`src/csf_cfg.svh`:
```
`ifndef CSF_CFG_SVH
`define CSF_CFG_SVH

// Data-memory addresses of the flag register, one per bank
`define CSF_ADDR_BANK0     8'h03
`define CSF_ADDR_BANK1     8'h83
// Low seven address bits shared by both bank images
`define CSF_ADDR_LOW       7'h03

// Bit positions
`define CSF_BIT_CARRY      0
`define CSF_BIT_HALF       1
`define CSF_BIT_ZERO       2
`define CSF_BIT_PWRDN      3
`define CSF_BIT_TMOUT      4
`define CSF_BIT_BSL        5
`define CSF_BIT_BSH        6
`define CSF_BIT_IBS        7

// Value after power-up: banks clear, reset flags set, ALU flags clear
`define CSF_RESET_VAL      8'h18
// Value kept by other resets is handled in logic (bank bits cleared, bits 4:0 kept)

// ALU operation codes
`define CSF_OP_NONE        4'h0
`define CSF_OP_ADD         4'h1
`define CSF_OP_SUB         4'h2
`define CSF_OP_AND         4'h3
`define CSF_OP_OR          4'h4
`define CSF_OP_XOR         4'h5
`define CSF_OP_PASS_Z      4'h6
`define CSF_OP_CLEAR       4'h7
`define CSF_OP_SWAP        4'h8
`define CSF_OP_MOVE        4'h9
`define CSF_OP_BCLR        4'hA
`define CSF_OP_BSET        4'hB

`endif

```
`src/csf_pkg.sv`:
```
package csf_pkg;

   // ALU operation selector
   typedef enum logic [3:0] {
      CSF_NONE  = 4'b0000,
      CSF_ADD   = 4'b0001,
      CSF_SUB   = 4'b0010,
      CSF_AND   = 4'b0011,
      CSF_OR    = 4'b0100,
      CSF_XOR   = 4'b0101,
      CSF_PASSZ = 4'b0110,
      CSF_CLEAR = 4'b0111,
      CSF_SWAP  = 4'b1000,
      CSF_MOVE  = 4'b1001,
      CSF_BCLR  = 4'b1010,
      CSF_BSET  = 4'b1011
   } csf_op_t;

   // One instruction's request to the flag block
   typedef struct packed {
      logic       valid;
      csf_op_t    op;
      logic [7:0] a;
      logic [7:0] b;
      logic [2:0] bit_sel;
      logic       dest_file;
      logic [7:0] addr;
   } csf_req_t;

   // Hardware events that drive the reset-status flags
   typedef struct packed {
      logic watchdog_clear;
      logic sleep;
      logic watchdog_timeout;
   } csf_evt_t;

   // Flag set produced by the ALU
   typedef struct packed {
      logic zero;
      logic half;
      logic carry;
   } csf_flags_t;

endpackage

```
`src/csf_alu.sv`:
```
`timescale 1ns/1ps
`include "csf_cfg.svh"

module csf_alu (
   // Operation
   input  wire csf_pkg::csf_op_t    op_in,
   input  wire logic [7:0]          a_in,
   input  wire logic [7:0]          b_in,
   input  wire logic [2:0]          bit_sel_in,
   input  wire logic [7:0]          file_in,
   // Result
   output logic [7:0]               res_out,
   output csf_pkg::csf_flags_t      flags_out,
   output logic                     z_upd_out,
   output logic                     hc_upd_out
);
   import csf_pkg::*;

   logic [8:0] sum9;
   logic [4:0] sum5;

   // Result and flag computation
   always_comb begin
      sum9       = 9'h000;
      sum5       = 5'h00;
      res_out    = 8'h00;
      flags_out  = '0;
      z_upd_out  = 1'b0;
      hc_upd_out = 1'b0;
      case (op_in)
         CSF_ADD: begin
            sum9 = {1'b0, a_in} + {1'b0, b_in};
            sum5 = {1'b0, a_in[3:0]} + {1'b0, b_in[3:0]};
            hc_upd_out = 1'b1;
         end
         CSF_SUB: begin
            // Two's complement add: carries are inverted borrows
            sum9 = {1'b0, b_in} + {1'b0, ~a_in} + 9'h001;
            sum5 = {1'b0, b_in[3:0]} + {1'b0, ~a_in[3:0]} + 5'h01;
            hc_upd_out = 1'b1;
         end
         CSF_AND:   res_out = a_in & b_in;
         CSF_OR:    res_out = a_in | b_in;
         CSF_XOR:   res_out = a_in ^ b_in;
         CSF_PASSZ: res_out = b_in;
         CSF_CLEAR: res_out = 8'h00;
         CSF_SWAP:  res_out = {b_in[3:0], b_in[7:4]};
         CSF_MOVE:  res_out = a_in;
         CSF_BCLR:  res_out = file_in & ~(8'h01 << bit_sel_in);
         CSF_BSET:  res_out = file_in | (8'h01 << bit_sel_in);
         default:   res_out = 8'h00;
      endcase
      if (op_in == CSF_ADD || op_in == CSF_SUB) begin
         res_out         = sum9[7:0];
         flags_out.carry = sum9[8];
         flags_out.half  = sum5[4];
      end
      z_upd_out = (op_in inside {CSF_ADD, CSF_SUB, CSF_AND, CSF_OR,
                                 CSF_XOR, CSF_PASSZ, CSF_CLEAR});
      flags_out.zero = (res_out == 8'h00);
   end
endmodule

```
`src/csf_status.sv`:
```
`timescale 1ns/1ps
`include "csf_cfg.svh"
// Contract
// - Flag register accepts any instruction result as a normal data write, except to bits 4:3 and, for flag-affecting ops, bits 2:0.
// - Flag-affecting instruction writing here loads zero from ALU, and half/carry too for add and subtract.
// - Timeout and power-down flags ignore every software write.
// - Clear-file here zeroes top three bits, keeps reset flags, sets zero.
// - Subtraction carries act as inverted borrows.
// - Timeout set at power-up, watchdog clear, sleep; cleared by timeout.
// - Carry set on carry out of the top result bit.
// - Both bank addresses select the one physical register.
module csf_status (
   // Clock and reset
   input  wire logic                CLK_IN,
   input  wire logic                RST_N_IN,
   input  wire logic                POR_IN,
   // Instruction request
   input  wire csf_pkg::csf_req_t   REQ_IN,
   // Reset-status events
   input  wire csf_pkg::csf_evt_t   EVT_IN,
   // Results
   output logic [7:0]               RESULT_OUT,
   output logic [7:0]               STATUS_OUT,
   output logic [1:0]               BANK_OUT,
   output logic                     INDIRECT_BANK_OUT
);
   import csf_pkg::*;

   logic [7:0]  status_reg;
   logic [7:0]  status_next;
   logic [7:0]  result_reg;
   logic [7:0]  alu_res;
   csf_flags_t  alu_flags;
   logic        z_upd;
   logic        hc_upd;
   logic        hit;
   logic        tmout_next;
   logic        pwrdn_next;

   // Address match on either bank image
   function automatic logic addr_hit(input logic [7:0] a);
      addr_hit = (a[6:0] == `CSF_ADDR_LOW);
   endfunction

   csf_alu u_alu (
      .op_in      (REQ_IN.op),
      .a_in       (REQ_IN.a),
      .b_in       (REQ_IN.b),
      .bit_sel_in (REQ_IN.bit_sel),
      .file_in    (status_reg),
      .res_out    (alu_res),
      .flags_out  (alu_flags),
      .z_upd_out  (z_upd),
      .hc_upd_out (hc_upd)
   );

   assign hit = REQ_IN.valid && REQ_IN.dest_file && addr_hit(REQ_IN.addr);

   // Reset-status flags driven only by hardware events
   always_comb begin
      tmout_next = status_reg[`CSF_BIT_TMOUT];
      pwrdn_next = status_reg[`CSF_BIT_PWRDN];
      if (EVT_IN.watchdog_clear) begin
         tmout_next = 1'b1;
         pwrdn_next = 1'b1;
      end else if (EVT_IN.sleep) begin
         tmout_next = 1'b1;
         pwrdn_next = 1'b0;
      end
      if (EVT_IN.watchdog_timeout)
         tmout_next = 1'b0;
   end

   // Next flag register value
   always_comb begin
      status_next = status_reg;
      if (hit) begin
         // Flag-affecting ops take Z, and DC/C for add/sub, from the ALU, not the data
         status_next[7:5] = alu_res[7:5];
         if (!z_upd)
            status_next[2:0] = alu_res[2:0];
      end
      if (REQ_IN.valid) begin
         if (z_upd)
            status_next[`CSF_BIT_ZERO] = alu_flags.zero;
         if (hc_upd) begin
            status_next[`CSF_BIT_HALF]  = alu_flags.half;
            status_next[`CSF_BIT_CARRY] = alu_flags.carry;
         end
      end
      // Software writes never reach the reset-status flags
      status_next[`CSF_BIT_TMOUT] = tmout_next;
      status_next[`CSF_BIT_PWRDN] = pwrdn_next;
   end

   // Flag register; power-on loads fixed value
   always_ff @(posedge CLK_IN) begin
      if (!RST_N_IN) begin
         if (POR_IN)
            status_reg <= `CSF_RESET_VAL;
         else
            status_reg <= {3'b000, status_reg[4:3], status_reg[2:0]};
      end else begin
         status_reg <= status_next;
      end
   end

   // Registered result of the instruction
   always_ff @(posedge CLK_IN) begin
      if (!RST_N_IN)
         result_reg <= 8'h00;
      else if (REQ_IN.valid)
         result_reg <= alu_res;
   end

   assign RESULT_OUT        = result_reg;
   assign STATUS_OUT        = status_reg;
   assign BANK_OUT          = status_reg[`CSF_BIT_BSH:`CSF_BIT_BSL];
   assign INDIRECT_BANK_OUT = status_reg[`CSF_BIT_IBS];

   // Clear-file to the register: 000u u1uu
   clear_file_a: assert property (
      @(posedge CLK_IN) disable iff (!RST_N_IN)
      hit && REQ_IN.op == CSF_CLEAR && !(|EVT_IN) |=>
      status_reg[7:5] == 3'b000 && status_reg[2] &&
      status_reg[4:3] == $past(status_reg[4:3]) &&
      status_reg[1:0] == $past(status_reg[1:0]))
      else $error("clear-file result wrong");
   // Software writes never change the reset-status flags
   reset_flags_a: assert property (
      @(posedge CLK_IN) disable iff (!RST_N_IN)
      hit && !(|EVT_IN) |=> $stable(status_reg[4:3]))
      else $error("reset flags changed by write");
   // Move writes all writable bits
   move_write_a: assert property (
      @(posedge CLK_IN) disable iff (!RST_N_IN)
      hit && REQ_IN.op == CSF_MOVE |=>
      {status_reg[7:5], status_reg[2:0]} ==
      {$past(REQ_IN.a[7:5]), $past(REQ_IN.a[2:0])})
      else $error("move write lost");
   // Add carry overrides written data
   add_flags_a: assert property (
      @(posedge CLK_IN) disable iff (!RST_N_IN)
      REQ_IN.valid && REQ_IN.op == CSF_ADD |=>
      status_reg[0] == ($past({1'b0, REQ_IN.a} + {1'b0, REQ_IN.b}) > 9'h0FF))
      else $error("add carry wrong");
   // Add digit carry from the low nibble
   add_half_a: assert property (
      @(posedge CLK_IN) disable iff (!RST_N_IN)
      REQ_IN.valid && REQ_IN.op == CSF_ADD |=>
      status_reg[1] ==
      ($past({1'b0, REQ_IN.a[3:0]} + {1'b0, REQ_IN.b[3:0]}) > 5'h0F))
      else $error("add digit carry wrong");
   // Add zero flag from the 8-bit sum
   add_zero_a: assert property (
      @(posedge CLK_IN) disable iff (!RST_N_IN)
      REQ_IN.valid && REQ_IN.op == CSF_ADD |=>
      status_reg[2] == ($past(REQ_IN.a + REQ_IN.b) == 8'h00))
      else $error("add zero flag wrong");
   // Subtract carry is no-borrow
   sub_borrow_a: assert property (
      @(posedge CLK_IN) disable iff (!RST_N_IN)
      REQ_IN.valid && REQ_IN.op == CSF_SUB |=>
      status_reg[0] == $past(REQ_IN.b >= REQ_IN.a))
      else $error("sub borrow wrong");
   // Subtract digit carry is no nibble borrow
   sub_half_a: assert property (
      @(posedge CLK_IN) disable iff (!RST_N_IN)
      REQ_IN.valid && REQ_IN.op == CSF_SUB |=>
      status_reg[1] == $past(REQ_IN.b[3:0] >= REQ_IN.a[3:0]))
      else $error("sub digit borrow wrong");
   // Zero flag follows result
   zero_flag_a: assert property (
      @(posedge CLK_IN) disable iff (!RST_N_IN)
      REQ_IN.valid && REQ_IN.op == CSF_AND |=>
      status_reg[2] == ($past(REQ_IN.a & REQ_IN.b) == 8'h00))
      else $error("zero flag wrong");
   // Zero-only ops leave digit carry and carry alone
   flag_keep_a: assert property (
      @(posedge CLK_IN) disable iff (!RST_N_IN)
      REQ_IN.valid && REQ_IN.op inside {CSF_AND, CSF_OR, CSF_XOR,
      CSF_PASSZ, CSF_CLEAR} |=> $stable(status_reg[1:0]))
      else $error("digit carry or carry disturbed");
   // Flag-free ops aimed elsewhere leave the flags alone
   plain_ops_a: assert property (
      @(posedge CLK_IN) disable iff (!RST_N_IN)
      REQ_IN.valid && !hit &&
      REQ_IN.op inside {CSF_SWAP, CSF_MOVE, CSF_BCLR, CSF_BSET} |=>
      $stable(status_reg[2:0]))
      else $error("flags changed by flag-free op");
   // Timeout clears the timeout flag
   wdog_timeout_a: assert property (
      @(posedge CLK_IN) disable iff (!RST_N_IN)
      EVT_IN.watchdog_timeout |=> !status_reg[4])
      else $error("timeout flag not cleared");
   // Sleep clears power-down and sets timeout
   sleep_flags_a: assert property (
      @(posedge CLK_IN) disable iff (!RST_N_IN)
      EVT_IN.sleep && !EVT_IN.watchdog_clear && !EVT_IN.watchdog_timeout |=>
      !status_reg[3] && status_reg[4])
      else $error("sleep flags wrong");
   // Watchdog clear sets both reset-status flags
   wdog_clear_a: assert property (
      @(posedge CLK_IN) disable iff (!RST_N_IN)
      EVT_IN.watchdog_clear && !EVT_IN.watchdog_timeout |=>
      status_reg[4:3] == 2'b11)
      else $error("watchdog clear flags wrong");
   // Bank one image writes the register
   bank_alias_a: assert property (
      @(posedge CLK_IN) disable iff (!RST_N_IN)
      REQ_IN.valid && REQ_IN.dest_file && REQ_IN.op == CSF_MOVE &&
      REQ_IN.addr == `CSF_ADDR_BANK1 |=>
      status_reg[7:5] == $past(REQ_IN.a[7:5]))
      else $error("alias write lost");
   // Bank zero image writes the same register
   bank_zero_a: assert property (
      @(posedge CLK_IN) disable iff (!RST_N_IN)
      REQ_IN.valid && REQ_IN.dest_file && REQ_IN.op == CSF_MOVE &&
      REQ_IN.addr == `CSF_ADDR_BANK0 |=>
      status_reg[7:5] == $past(REQ_IN.a[7:5]))
      else $error("bank zero write lost");
   // Bit set reaches any writable bit
   bit_set_a: assert property (
      @(posedge CLK_IN) disable iff (!RST_N_IN)
      hit && REQ_IN.op == CSF_BSET &&
      !(REQ_IN.bit_sel inside {3'h3, 3'h4}) |=>
      status_reg[$past(REQ_IN.bit_sel)])
      else $error("bit set lost");
   // Power-on reset loads the fixed value
   por_value_a: assert property (
      @(posedge CLK_IN)
      !RST_N_IN && POR_IN |=> status_reg == `CSF_RESET_VAL)
      else $error("power-on value wrong");
   // Other resets clear the bank bits and keep the flags
   warm_reset_a: assert property (
      @(posedge CLK_IN)
      !RST_N_IN && !POR_IN |=>
      status_reg[7:5] == 3'b000 &&
      status_reg[4:0] == $past(status_reg[4:0]))
      else $error("other reset value wrong");
endmodule

```
`config.mk`:
```
export PLATFORM = sky130hd
export DESIGN_NAME = csf_status
export DESIGN_NICKNAME = d
export VERILOG_FILES = /design/src/csf_pkg.sv /design/src/csf_alu.sv /design/src/csf_status.sv
export VERILOG_INCLUDE_DIRS = /design/src
export SDC_FILE = /design/constraint.sdc
export NUM_CORES = 1
export LEC_CHECK = 0
export BUFFER_PORTS_ARGS = -buffer_cell sky130_fd_sc_hd__buf_2
export CAP_MARGIN = 25
export CORE_MARGIN = 1.5
export CORE_UTILIZATION = 25
export DETAILED_ROUTE_END_ITERATION = 12
export HOLD_SLACK_MARGIN = 0.15
export PLACE_DENSITY_LB_ADDON = 0.3
export SLEW_MARGIN = 20
export SYNTH_ARGS = -nofsm -noshare
export SYNTH_HDL_FRONTEND = slang
export SYNTH_SLANG_ARGS = --single-unit
```
`constraint.sdc`:
```
create_clock -name CLK_IN -period 3.1 [get_ports CLK_IN]
set_input_delay 0.31 -clock CLK_IN [delete_from_list [all_inputs] [get_ports CLK_IN]]
set_output_delay 0.31 -clock CLK_IN [all_outputs]
set_load 0.01 [all_outputs]
```
=== Word-level counts from Yosys, hierarchy flattened ===
Index checks and enable logic that the tools add are counted.

* Register bits after elaboration: 16
* Input port bits: 39
* Output and inout port bits: 19

* $add $sub $neg: 6
* Eq/ne operators: 15
* Shift-type cells: 1
* Mux-type cells: 19
* Bitwise logic cells: 8
* Reductions and logical operators: 9

{| class="wikitable"
|+ Operator list
! cell !! number
|-
| 8-bit one-hot mux with 8 select lines || 1
|-
| 8-bit by 8-bit adder with 9-bit output || 2
|-
| 9-bit one-hot mux with 2 select lines || 1
|-
| 8-bit bitwise AND || 2
|-
| 4-bit by 3-bit equality test with 1-bit output (second input constant) || 4
|-
| 4-bit equality test (second input constant) || 4
|-
| 8-bit two-way mux || 2
|-
| 8-bit inverter || 2
|-
| 8-bit OR || 2
|-
| 3-bit two-way mux || 4
|-
| 4-bit by 4-bit adder with 5-bit output || 2
|-
| 5-bit one-hot mux with 2 select lines || 1
|-
| 9-bit by 1-bit adder with 9-bit output (second input constant) || 1
|-
| 4-bit by 2-bit equality test with 1-bit output (second input constant) || 2
|-
| 8-bit zero test || 1
|-
| 1-bit by 3-bit left shift with 8-bit output (first input constant) || 1
|-
| 8-bit XOR || 1
|-
| 7-bit by 2-bit equality test with 1-bit output (second input constant) || 1
|-
| 1-bit two-way mux || 7
|-
| 7-bit nonzero test || 1
|-
| 5-bit by 1-bit adder with 5-bit output (second input constant) || 1
|-
| 5-bit two-way mux || 1
|-
| 4-bit by 1-bit equality test with 1-bit output (second input constant) || 1
|-
| 2-bit two-way mux || 2
|-
| other kinds (9) || 11
|}

=== Depth between registers and ports, before layout ===
* Depth in word-level cells: 10
* Gate-level depth with buffers: 10
* Depth with buffers taken out: 10

=== Hierarchy ===
From an unflattened synthesis, not the netlist that was laid out.

* Cell total of the unflattened synthesis: 325
* Area, all modules: 2623.8 sq um

{| class="wikitable"
|+ Modules (own cells, without submodules)
! module !! times used !! cells each !! area each (sq um) !! sequential area each (sq um)
|-
| csf_alu || 1 || 254 || 1820.5 || 0.0
|-
| csf_status || 1 || 71 || 803.3 || 400.4
|}

=== Least setup slack after synthesis ===
Ideal clock, no wire load.

* Kind: input to register
* Start point: input REQ_IN[12] (netlist bit)
* End point: register status_reg[2], in the netlist STATUS_OUT[2] (data pin)
* Arrival time: 2.087 ns
* Slack: 0.757 ns
* Cell stages on the path: 9
* Buffers on the path: 0
* Cells stage by stage: ha_1 > fa_1 > a21o_1 > a21o_1 > o221a_1 > o221a_1 > nand2_1 > nor3_1 > a41o_1

* Longest elaborated chain between the ends: 9

{| class="wikitable"
|+ RTL lines
! what !! RTL line !! source
|-
| from (decl) || csf_status.sv:18 || <nowiki>input wire csf_pkg::csf_req_t REQ_IN,</nowiki>
|-
| 8-bit by 8-bit adder with 9-bit output || csf_alu.sv:38 || <nowiki>sum9 = {1'b0, b_in} + {1'b0, ~a_in} + 9'h001;</nowiki>
|-
| 9-bit by 1-bit adder with 9-bit output || csf_alu.sv:38 ||
|-
| 9-bit one-hot mux with 2 select lines || csf_alu.sv:30 || <nowiki>case (op_in)</nowiki>
|-
| 8-bit two-way mux (*) || csf_alu.sv:53 || <nowiki>if (op_in == CSF_ADD || op_in == CSF_SUB) begin</nowiki>
|-
| 3-bit two-way mux || csf_status.sv:80 || <nowiki>if (!z_upd)</nowiki>
|-
| 3-bit two-way mux || csf_status.sv:77 || <nowiki>if (hit) begin</nowiki>
|-
| 1-bit two-way mux || csf_status.sv:84 || <nowiki>if (z_upd)</nowiki>
|-
| 3-bit two-way mux (*) || csf_status.sv:83 || <nowiki>if (REQ_IN.valid) begin</nowiki>
|-
| 8-bit two-way mux (*) || csf_status.sv:98 || <nowiki>if (!RST_N_IN) begin</nowiki>
|-
| to (signal assigned) || csf_status.sv:100 || <nowiki>status_reg <= `CSF_RESET_VAL;</nowiki>
|-
| to (signal assigned) || csf_status.sv:102 || <nowiki>status_reg <= {3'b000, status_reg[4:3], status_reg[2:0]};</nowiki>
|-
| to (signal assigned) || csf_status.sv:104 || <nowiki>status_reg <= status_next;</nowiki>
|-
| to (decl) || csf_status.sv:29 || <nowiki>logic [7:0] status_reg;</nowiki>
|}

Every way passes the cells marked *; elsewhere a longest branch is shown, timed or not.
A chain may end at the register's enable or synchronous reset.

=== Worst setup path in the final report ===
* Start point: input REQ_IN[12] (netlist bit)
* End point: register status_reg[0], in the netlist STATUS_OUT[0] (data pin)

* Longest elaborated chain between the ends: 9

{| class="wikitable"
|+ RTL lines
! what !! RTL line !! source
|-
| 8-bit by 8-bit adder with 9-bit output || csf_alu.sv:38 ||
|-
| 9-bit by 1-bit adder with 9-bit output || csf_alu.sv:38 ||
|-
| 9-bit one-hot mux with 2 select lines || csf_alu.sv:30 ||
|-
| 8-bit two-way mux || csf_alu.sv:53 ||
|-
| 3-bit two-way mux || csf_status.sv:80 ||
|-
| 3-bit two-way mux || csf_status.sv:77 ||
|-
| 2-bit two-way mux || csf_status.sv:86 || <nowiki>if (hc_upd) begin</nowiki>
|-
| 3-bit two-way mux (*) || csf_status.sv:83 ||
|-
| 8-bit two-way mux (*) || csf_status.sv:98 ||
|}

Marked as above.

==> key figures <==
Worst setup path
  – Critical Path Source Type: primary input
  – Crit path kind: primary input to flip-flop
  – Required @ worst endpoint: 3.08 ns
  – Crit path DAT: 2.57 ns
  – CP cell instances: buf_2 -> ha_1 -> fa_1 -> a211oi_1 -> o21ai_0 -> a21o_1 -> a21oi_1 -> nor2_1 -> o21ai_0 -> a21oi_1
  – Buf/Inv on CP: 1
  – Slowest library cell on the worst path: fa_1
  – Max FO, Critical Path: 4
  – Top cell family by delay on the critical path: compound AO/OA/AOI/OAI gates
  – Crit-path max cell delay: 0.44 ns
  – Setup crit end kind: flip-flop

Routing
  – First drt pass iteration count: 5
  – Vias: 2,615
  – Drt drc: 0
  – WL/cell: 16.9 um
  – Final wirelength: 8370 um
  – Antenna Nets Post-Route: 0
  – Iteration-0 DRC Markers: 226
  – DR vias/cell: 5.27

Clock network
  – Clock Latency Late Sink: 0.25 ns
  – Post-CTS sizing: 0
  – CTS Sinks: 16
  – CTS buffer count: 3
  – # H-tree levels: 1
  – TritonCTS clock tree: done
  – Number of hold buffers added after CTS: 0
  – Setup bufs post-CTS: 0
  – CTS Root Cell: clkbuf_8
  – Clk slew on worst S/H paths: 0.06 ns
  – Clock Path Buffers: 2

Logic synthesis
  – Ys flop type: edfxtp_1
  – Syn Nets: 395
  – Sequential share of the synthesized area: 0.163
  – Post-synth ARST share: 0
  – Yosys reg bits: 16
  – Mapped Area: 2460 um^2
  – Cells after Synth: 330
  – Top cell type's share of synthesized area: 0.122
  – Syn_area_per_cell: 7.44 um^2
  – Top cell type by total area after synthesis: ha_1
  – Area contributors post-synth: ha_1, edfxtp_1, dfxtp_1
  – Yosys cell types: 59
  – EDFF count, synth: 8
  – Yosys warns: 0

GRT
  – Initial antenna violation count: 0
  – Pin count of the biggest net entering global routing: 36
  – Total Routing Usage GR: 0.158
  – Vias in the first global route: 2,457
  – First-pass GRT wire length: 12,900 um
  – Grt ovf: 0

Finish
  – Commonest non-fill, non-tap cell in the layout: buf_2
  – Filler instances: 1,060
  – Area Growth Syn to Fin: 15.2%
  – Most frequent cells in the layout: buf_2, nor2_1, inv_1
  – Share of cells above drive strength 1: 0.183
  – Layout Nets: 433
  – Diode count: 0

Floorplanning
  – Core area: 9370 um^2
  – Row count: 35
  – Die H: 102 um
  – Die width: 102 um
  – Initial Util: 0.262
  – Die footprint: 10,400 um^2
  – Io pins: 58

Hold path
  – Type of the most critical hold path: primary input to flip-flop

Pwr
  – Pwr Total: 0.786 mW
  – Leak Pwr: 1.22 nW
  – Worst vdd ir: 121 uV
  – Power per cell area: 278 nW/um^2

Placement
  – Estimated wirelength of the detail-placed design: 6600 um
  – Input/output buffers: 56
  – GPL Wtd Cong: 0.952

Timing
  – F_max: 387 MHz
  – Final hold vios: 0
  – Minimum clock period after layout: 2.58 ns
  – Slew @ Worst Pin: 0.682 ns
  – Final Max Slew Viols: 0
  – Finish-stage setup viols: 0
  – Rel. slew slack: 0.538
  – Final period util: 0.833
  – Setup TNS: 0 ns
  – RSZ-0062 raised after global routing: false
  – Final setup skew: 0.00111 ns

Status
  – Status: finished clean

Run
  – Maxcap violations: 0
cells in the mapped netlist, drive strengths merged (9+ instances only):
master,instances
nor2,33
inv,26
a21oi,24
ha,24
o21ai,20
nand2,17
buf,15
mux2i,12
nor3,12
a211oi,11
clkbuf,10
nand3,9
report_power, final:
part           internal, mW  switching (mW)
clock network        0.0910          0.0679
logic                 0.143           0.230
registers             0.243          0.0124
total                 0.476           0.310
metal layers:
metal	share of wire	vias up	routed length [um]	global-route usage
li1	-	1284	-	-
met1	0.45	1233	3780	0.215
met2	0.48	88	4020	0.263
met3	0.051	10	427	0.0185
met4	0.017	0	142	0.0464
met5	0	-	0	0
worst paths after layout:
check / end / slack, ns / cells after the start / start
worst min-delay path: STATUS_OUT[4] / 0.32 / 2 / EVT_IN[0]
worst min register to register: RESULT_OUT[0] / 0.49 / 2 / RESULT_OUT[0]
worst max register to register: STATUS_OUT[2] / 1.24 / 6 / STATUS_OUT[2]
worst max-delay path: STATUS_OUT[0] / 0.52 / 10 / REQ_IN[12]
per-stage QoR:
stage | util | cell area (um^2) | std cells | hold slack, ns | setup slack [ns]
floorplan | - | 2460 | 330 | 0.447 | 0.757
global placement | 0.297 | 2780 | 492 | 0.479 | 0.300
detailed placement | 0.297 | 2780 | 492 | 0.482 | 0.330
CTS | 0.302 | 2830 | 496 | 0.318 | 0.572
global route | 0.302 | 2830 | 496 | 0.342 | 0.407
finish | 0.302 | 2830 | 496 | 0.323 | 0.518
layout make-up:
| cell class | instances | area, um^2 | area share |
|---|---|---|---|
| multi-input combinational | 263 | 1830 | 0.647 |
| sequential | 16 | 400 | 0.142 |
| timing repair buffer | 58 | 295 | 0.104 |
| tap | 129 | 161 | 0.0571 |
| inverter | 26 | 97.6 | 0.0345 |
| clock buffer | 4 | 45.0 | 0.0159 |
registers in the layout, summed over array words and instances (netlist names):
| name | cells |
|---|---|
| RESULT_OUT | 8 |
| STATUS_OUT | 8 |
kinds of logic after synthesis:
group                      synth area share
muxes                                0.0581
buffers and inverters                0.0922
adders and majority gates             0.139
DFF                                   0.163
xor gates and xnor gates             0.0107
and+or+nand+nor                       0.261
AOI/OAI and AO/OA                     0.277
No activity file was read; power rests on OpenSTA's default activity.
